==> config.mk <==
export PLATFORM = sky130hd
export DESIGN_NAME = mfr_top
export DESIGN_NICKNAME = d
export VERILOG_FILES = /design/src/logic/mfr_pkg.sv /design/src/logic/mfr_top.sv /design/src/logic/mfr_decode.sv
export VERILOG_INCLUDE_DIRS = /design/src /design/src/logic
export SDC_FILE = /design/constraint.sdc
export NUM_CORES = 1
export LEC_CHECK = 0
export BUFFER_PORTS_ARGS = -buffer_cell sky130_fd_sc_hd__buf_2
export CAP_MARGIN = 25
export CORE_MARGIN = 2
export CORE_UTILIZATION = 49
export DETAILED_ROUTE_END_ITERATION = 10
export GPL_TIMING_DRIVEN = 0
export PLACE_DENSITY = 0.77
export SETUP_SLACK_MARGIN = 0.4
export SLEW_MARGIN = 20
export SYNTH_ARGS = -nofsm -noshare
export SYNTH_HDL_FRONTEND = slang
export SYNTH_HIERARCHICAL = 1
export SYNTH_SLANG_ARGS = --single-unit
==> constraint.sdc <==
create_clock -name CLOCK_I -period 2.7 [get_ports CLOCK_I]
set_input_delay 0.675 -clock CLOCK_I [delete_from_list [all_inputs] [get_ports CLOCK_I]]
set_output_delay 0.675 -clock CLOCK_I [all_outputs]
set_load 0.01 [all_outputs]
==> src/logic/mfr_defines.svh <==
// Holds the offsets, field positions, reset values and widths of the
// monitor fault reaction map.
// Assumes it is included by bare name from the package and the modules.
`ifndef MFR_DEFINES_SVH
`define MFR_DEFINES_SVH

// Widths of the register port, of the event vector and of the reaction fields.
`define MFR_ADDR_W        8
`define MFR_DATA_W        32
`define MFR_EVENTS        8
`define MFR_REACT_W       16

// Byte offsets of the registers.
`define MFR_OFS_REACTION  8'h00
`define MFR_OFS_STATUS    8'h04
`define MFR_OFS_MASK      8'h08
`define MFR_OFS_LIVE      8'h0c

// Lowest bit of the reaction fields inside the bus word.
`define MFR_REACT_LSB     8

// Reset values.
`define MFR_REACT_RESET   16'h9999
`define MFR_STATUS_RESET  8'h00
`define MFR_MASK_RESET    8'h00

// Reaction field encodings.
`define MFR_REACT_NONE    2'b00
`define MFR_REACT_FS      2'b01
`define MFR_REACT_BOTH_A  2'b10
`define MFR_REACT_BOTH_B  2'b11

`endif

==> src/logic/mfr_pkg.sv <==
// Holds the types shared by the monitor fault reaction map modules.
// Assumes the defines header is on the include path.
`include "mfr_defines.svh"

package mfr_pkg;

  typedef logic [`MFR_ADDR_W-1:0]  addr_type;
  typedef logic [`MFR_DATA_W-1:0]  word_type;
  typedef logic [`MFR_EVENTS-1:0]  event_type;
  typedef logic [`MFR_REACT_W-1:0] react_type;
  typedef logic [3:0]              mon_type;

  // Whole state of the top module.
  typedef struct packed {
    react_type reaction;
    event_type status;
    event_type mask;
    word_type  rdata;
    logic      rst_n;
    logic      fs_n;
    logic      irq;
  } state_type;

endpackage

==> src/logic/mfr_top.sv <==
// Holds the monitor fault reaction map: the reaction register, the event
// status with interrupt, and the registered reset and fail-safe outputs.
// Assumes monitor detections are levels synchronous to CLOCK_I.
//
// Added by the designer: the register addresses and the strobed register port.
`timescale 1ns/1ns
`include "mfr_defines.svh"

module mfr_top
  import mfr_pkg::*;
(
  input  wire logic               CLOCK_I,
  input  wire logic               NRST_I,
  input  wire mfr_pkg::addr_type  ADDR_I,
  input  wire mfr_pkg::word_type  WDATA_I,
  input  wire logic               WR_I,
  input  wire logic               RD_I,
  input  wire mfr_pkg::mon_type   MON_UV_I,
  input  wire mfr_pkg::mon_type   MON_OV_I,
  output mfr_pkg::word_type       RDATA_O,
  output logic                    SYSTEM_RESET_OUT_N_O,
  output logic                    FAIL_SAFE_OUT_N_O,
  output logic                    IRQ_O
);

  import mfr_pkg::*;

  state_type st;
  state_type next_st;
  event_type events;
  logic      reset_req;
  logic      fs_req;

  // Event vector in field order: even bits under-voltage, odd over-voltage.
  always_comb begin
    for (int m = 0; m < 4; m++) begin
      events[2*m]   = MON_UV_I[m];
      events[2*m+1] = MON_OV_I[m];
    end
  end

  // Each active event asks for what its reaction field selects.
  mfr_decode u_decode (
    .events_i    (events),
    .reaction_i  (st.reaction),
    .reset_req_o (reset_req),
    .fs_req_o    (fs_req)
  );

  // Places the reaction fields at their bus word bit positions.
  function automatic word_type react_word(input react_type r);
    react_word = '0;
    react_word[`MFR_REACT_LSB +: `MFR_REACT_W] = r;
  endfunction

  // Next state: register access, sticky status, output drive.
  always_comb begin
    next_st       = st;
    next_st.rdata = '0;
    // Reads answer in the next cycle; unmapped offsets read zero.
    if (RD_I) begin
      case (ADDR_I)
        `MFR_OFS_REACTION: next_st.rdata = react_word(st.reaction);
        `MFR_OFS_STATUS:   next_st.rdata = {24'h000000, st.status};
        `MFR_OFS_MASK:     next_st.rdata = {24'h000000, st.mask};
        `MFR_OFS_LIVE:     next_st.rdata = {21'h0, st.irq,
                                            st.fs_n, st.rst_n, events};
        default:           next_st.rdata = '0;
      endcase
    end
    // Writes; status bits clear on a one, a new event wins the cycle.
    next_st.status = st.status | events;
    if (WR_I) begin
      case (ADDR_I)
        `MFR_OFS_REACTION:
          next_st.reaction =
            WDATA_I[`MFR_REACT_LSB +: `MFR_REACT_W];
        `MFR_OFS_STATUS:
          next_st.status = (st.status & ~WDATA_I[7:0]) | events;
        `MFR_OFS_MASK:
          next_st.mask = WDATA_I[7:0];
        default: ;
      endcase
    end
    // Reset and fail-safe are active low and follow the live detections; the interrupt follows the sticky status.
    next_st.rst_n = ~reset_req;
    next_st.fs_n  = ~fs_req;
    next_st.irq   = |(next_st.status & next_st.mask);
    // Synchronous reset puts the defaults in place.
    if (!NRST_I) begin
      next_st.reaction = `MFR_REACT_RESET;
      next_st.status   = `MFR_STATUS_RESET;
      next_st.mask     = `MFR_MASK_RESET;
      next_st.rdata    = '0;
      next_st.rst_n    = 1'b1;
      next_st.fs_n     = 1'b1;
      next_st.irq      = 1'b0;
    end
  end

  // State register.
  always_ff @(posedge CLOCK_I) begin
    st <= next_st;
  end

  // Every output comes straight from the state register.
  assign RDATA_O              = st.rdata;
  assign SYSTEM_RESET_OUT_N_O = st.rst_n;
  assign FAIL_SAFE_OUT_N_O    = st.fs_n;
  assign IRQ_O                = st.irq;
endmodule

==> src/logic/mfr_decode.sv <==
// Holds the decoder that turns monitor events and their reaction fields
// into reset and fail-safe requests.
// Assumes events are levels synchronous to the caller's clock.
`timescale 1ns/1ns
`include "mfr_defines.svh"

module mfr_decode
  import mfr_pkg::*;
(
  input  wire logic      [`MFR_EVENTS-1:0] events_i,
  input  wire logic      [`MFR_REACT_W-1:0] reaction_i,
  output logic                              reset_req_o,
  output logic                              fs_req_o
);

  // Returns {reset, fail_safe} wanted by one field for an active event.
  function automatic logic [1:0] react(input logic [1:0] field);
    case (field)
      `MFR_REACT_NONE:   react = 2'b00;
      `MFR_REACT_FS:     react = 2'b01;
      `MFR_REACT_BOTH_A: react = 2'b11;
      `MFR_REACT_BOTH_B: react = 2'b11;
      default:           react = 2'b00;
    endcase
  endfunction

  // Any active event ORs in what its own field asks for.
  always_comb begin
    logic [1:0] want;
    want        = 2'b00;
    reset_req_o = 1'b0;
    fs_req_o    = 1'b0;
    for (int i = 0; i < `MFR_EVENTS; i++) begin
      want = events_i[i] ? react(reaction_i[2*i +: 2]) : 2'b00;
      reset_req_o = reset_req_o | want[1];
      fs_req_o    = fs_req_o | want[0];
    end
  end

endmodule

==> qor.csv <==
stage;metric;value;unit
die;die area;5690;um^2
die;initial core utilization;50.0;%
sta;Peak Freq;463;MHz
logic_synthesis;Main synth FF type;dfxtp_1;
sta;setup violators final;0;
sta;Slew @ Worst Pin;0.585;ns
logic_synthesis;Synth top area share;47.2;%
sta;fin. max-slew vios;0;
grt;global route hottest layer;met2;
detailed_routing;Via density;4.89;
grt;M3 GR Usage;5.29;%
logic_synthesis;Seq/Total Area, Yosys;47.2;%
grt;vias in the first global route;1867;
logic_synthesis;mapped cell area;2500;um^2
grt;grt total ovfl;0;
power_and_ir_drop;LEAKAGE;1.53;nW
clock_network;TritonCTS clock tree;yes;
logic_synthesis;distinct cell type count after synthesis;33;
worst_setup_path;Slowest cell on crit path;nor4_4;
sta;minimum clock period;2.16;ns
sta;clock skew;0.00580;ns
die;total core area;5010;um^2
die;row cnt;26;
power_and_ir_drop;VDD IR-drop max;0.000359;V
logic_synthesis;ranking of synthesized cells by area;dfxtp_1 (47%), buf_4 (9.6%), nand2_1 (5.9%), mux2_2 (3.6%), nor2b_1 (3.5%);
clock_network;clk buf depth;2;
grt;met2 Use GR;32.5;%
placement;PortBufs;69;
clock_network;clock latency on the worst-skew pair;0.33;ns
logic_synthesis;synthesized area per cell;9.37;um^2
worst_setup_path;crit-path max FO;8;
die;Die Y-Extent;75.5;um
sta;RSZ-0062 raised after global routing;no;
detailed_routing;DRT iter0 DRCs;169;
grt;initial antenna violation count;0;
worst_setup_path;type of origin of the critical path;input port;
sta;Fin. Hold Viols;0;
sta;worst setup margin;0.541;ns
worst_setup_path;CP cell instances;buf_2 > nor4_4 > nand4_4 > mux2i_1 > o22ai_1 > o41a_1;
worst_setup_path;CP arrival;2.38;ns
grt;first-pass GRT wire length;8740;um
worst_setup_path;CP required;2.92;ns
detailed_routing;1st-pass router iterations;4;
final_layout;Nets;407;
final_layout;ratio of cells with drive above 1 in the final layout;36.1;%
logic_synthesis;Synth top cells by count;dfxtp_1 (59), nand2_1 (39), buf_4 (32), nor2b_1 (14), and2_1 (13);
die;I/O pin cnt;87;
min_path;HP Class;reg2reg;
grt;largest net degree at the start of global routing;11;
logic_synthesis;post-synth top area cell;dfxtp_1;
logic_synthesis;register bit count reported by yosys;59;
clock_network;H-tree depth;3;
clock_network;# clock sinks;59;
clock_network;Clk pin slew, worst setup/hold paths;0.06;ns
detailed_routing;final wirelength;5640;um
worst_setup_path;CP endpoint kind;flip-flop;
worst_setup_path;Buf+Inv Stages, Crit Path;1;
detailed_routing;Final ANT Viol Nets;0;
sta;Slew HR;61.0;%
logic_synthesis;cells after synthesis;267;
die;Chip Width;75.5;um
sta;Tcrit/Tclk final;80.0;%
detailed_routing;Post-route DRC;0;
final_layout;Synth-to-Final Area Change;26.5;%
logic_synthesis;EDFF count, synth;0;
logic_synthesis;Async SR Flop Fraction;0;%
placement;RePlAce Congestion;0.827;
run_status;status;completed;
run;max-cap violation count;0;
placement;Placement Setup Slack;0.0562;ns
placement;post-detail-place hpwl;4180;um
grt;Tot GR Track Use;21.0;%
detailed_routing;vias post-DR;2101;
worst_setup_path;WS Path Type;in2reg;
grt;GR Layer Usage met1;27.3;%
detailed_routing;wire length per cell;13.1;um
clock_network;Clock Tree Root;clkbuf_8;
worst_setup_path;delay of the slowest cell on the worst path;0.44;ns
worst_setup_path;crit-path leading delay family;simple AND/OR/NAND/NOR gates;
sta;Fin Setup TNS;0;ns
logic_synthesis;warnings from Yosys;6;
power_and_ir_drop;P per Cell Area;568;nW/um^2
clock_network;Num CTS Buffers;9;
logic_synthesis;most frequent cell after synthesis;dfxtp_1;
final_layout;n_diodes;0;
-- per-stage QoR --
step,hold slack [ns],std cells,util (%),power [mW],cell area (um^2)
after floorplan,0.445,274,-,0.977,2530
after global placement,0.465,413,59.1,1.04,2960
after detailed placement,0.472,413,59.1,1.04,2960
after CTS,0.481,430,63.2,1.80,3170
after global routing,0.506,430,63.2,1.86,3170
final,0.478,430,63.2,1.80,3170
-- layer usage --
metal	up-vias	wire length (um)
li1	1053	-
met1	950	2440
met5	-	0
met3	11	495
met4	0	140
met2	87	2560
-- path summary, 6_finish.rpt --
| path | from | to | slack [ns] | cells after the start |
|---|---|---|---|---|
| worst max-delay path | ADDR_I[5] | IRQ_O | 0.54 | 6 |
| worst min-delay path | st[57] | st[57] | 0.48 | 2 |
| worst max register to register | st[39] | IRQ_O | 1.52 | 3 |
| worst min register to register | st[57] | st[57] | 0.48 | 2 |
-- state kept, by name, indices dropped and copies added (netlist names) --
| signal | count |
|---|---|
| st | 32 |
| RDATA_O | 24 |
| FAIL_SAFE_OUT_N_O | 1 |
| IRQ_O | 1 |
| SYSTEM_RESET_OUT_N_O | 1 |
-- layout by cell type (no fill, tap or decap) --
cell       instances
nand4_4            1
clkbuf_1          13
conb_1             8
nand4_1            4
a21boi_0           8
dfxtp_1           59
and2b_2            1
mux2i_1            8
o22ai_1           12
a222oi_1           2
mux2_2             8
a21oi_1            3
a221oi_1           1
a22oi_1           10
nor2b_1           14
and3_1             1
o41a_1             1
a22o_1             1
buf_4             33
bufinv_16          1
and4_2             1
nand2_1           39
nor2_1            10
or2b_1             1
and2_1            13
clkbuf_8          10
buf_2             71
nor3_1             1
buf_6              1
and2b_1            3
nor4_4             1
nand2b_1           6
nand3_1           11
or2b_2             1
o21ai_0            1
clkinv_2           1
-- worst min-delay path, stage by stage (launching register included) --
cell and delay, ns:
dfxtp_1 0.32, nand2_1 0.05, a21boi_0 0.06
-- kinds of logic (layout without fill, tap and decap cells) --
kind of cell	count (synthesis)	after routing	share of synthesized area (%)
buffers and inverters	44	130	11.8
DFF	59	59	47.2
other	1	8	0.150
and+or+nand+nor	108	108	22.9
muxes	16	16	6.80
AOI/OAI and AO/OA	39	39	11.1
-- timing repair --
item,CTS,global route
resized for setup,1,0
buffers inserted,1,0
endpoints found under the hold margin,0,0
hold buffers,0,0
setup endpoints to repair,1,0
-- where the power goes --
group          total, mW  internal [mW]  switching, mW
Clock              0.776          0.452          0.325
Combinational      0.135         0.0652         0.0697
Sequential         0.888          0.882        0.00648
-- area by class of cell --
type | instances | area (um^2)
Fill cell | 494 | 1840
Sequential cell | 59 | 1180
Multi-Input combinational cell | 171 | 1060
Timing Repair Buffer | 70 | 353
Buffer | 44 | 295
Clock buffer | 14 | 153
Tap cell | 70 | 87.6
Clock inverter | 2 | 35.0
(Power assumes the default switching activity.)
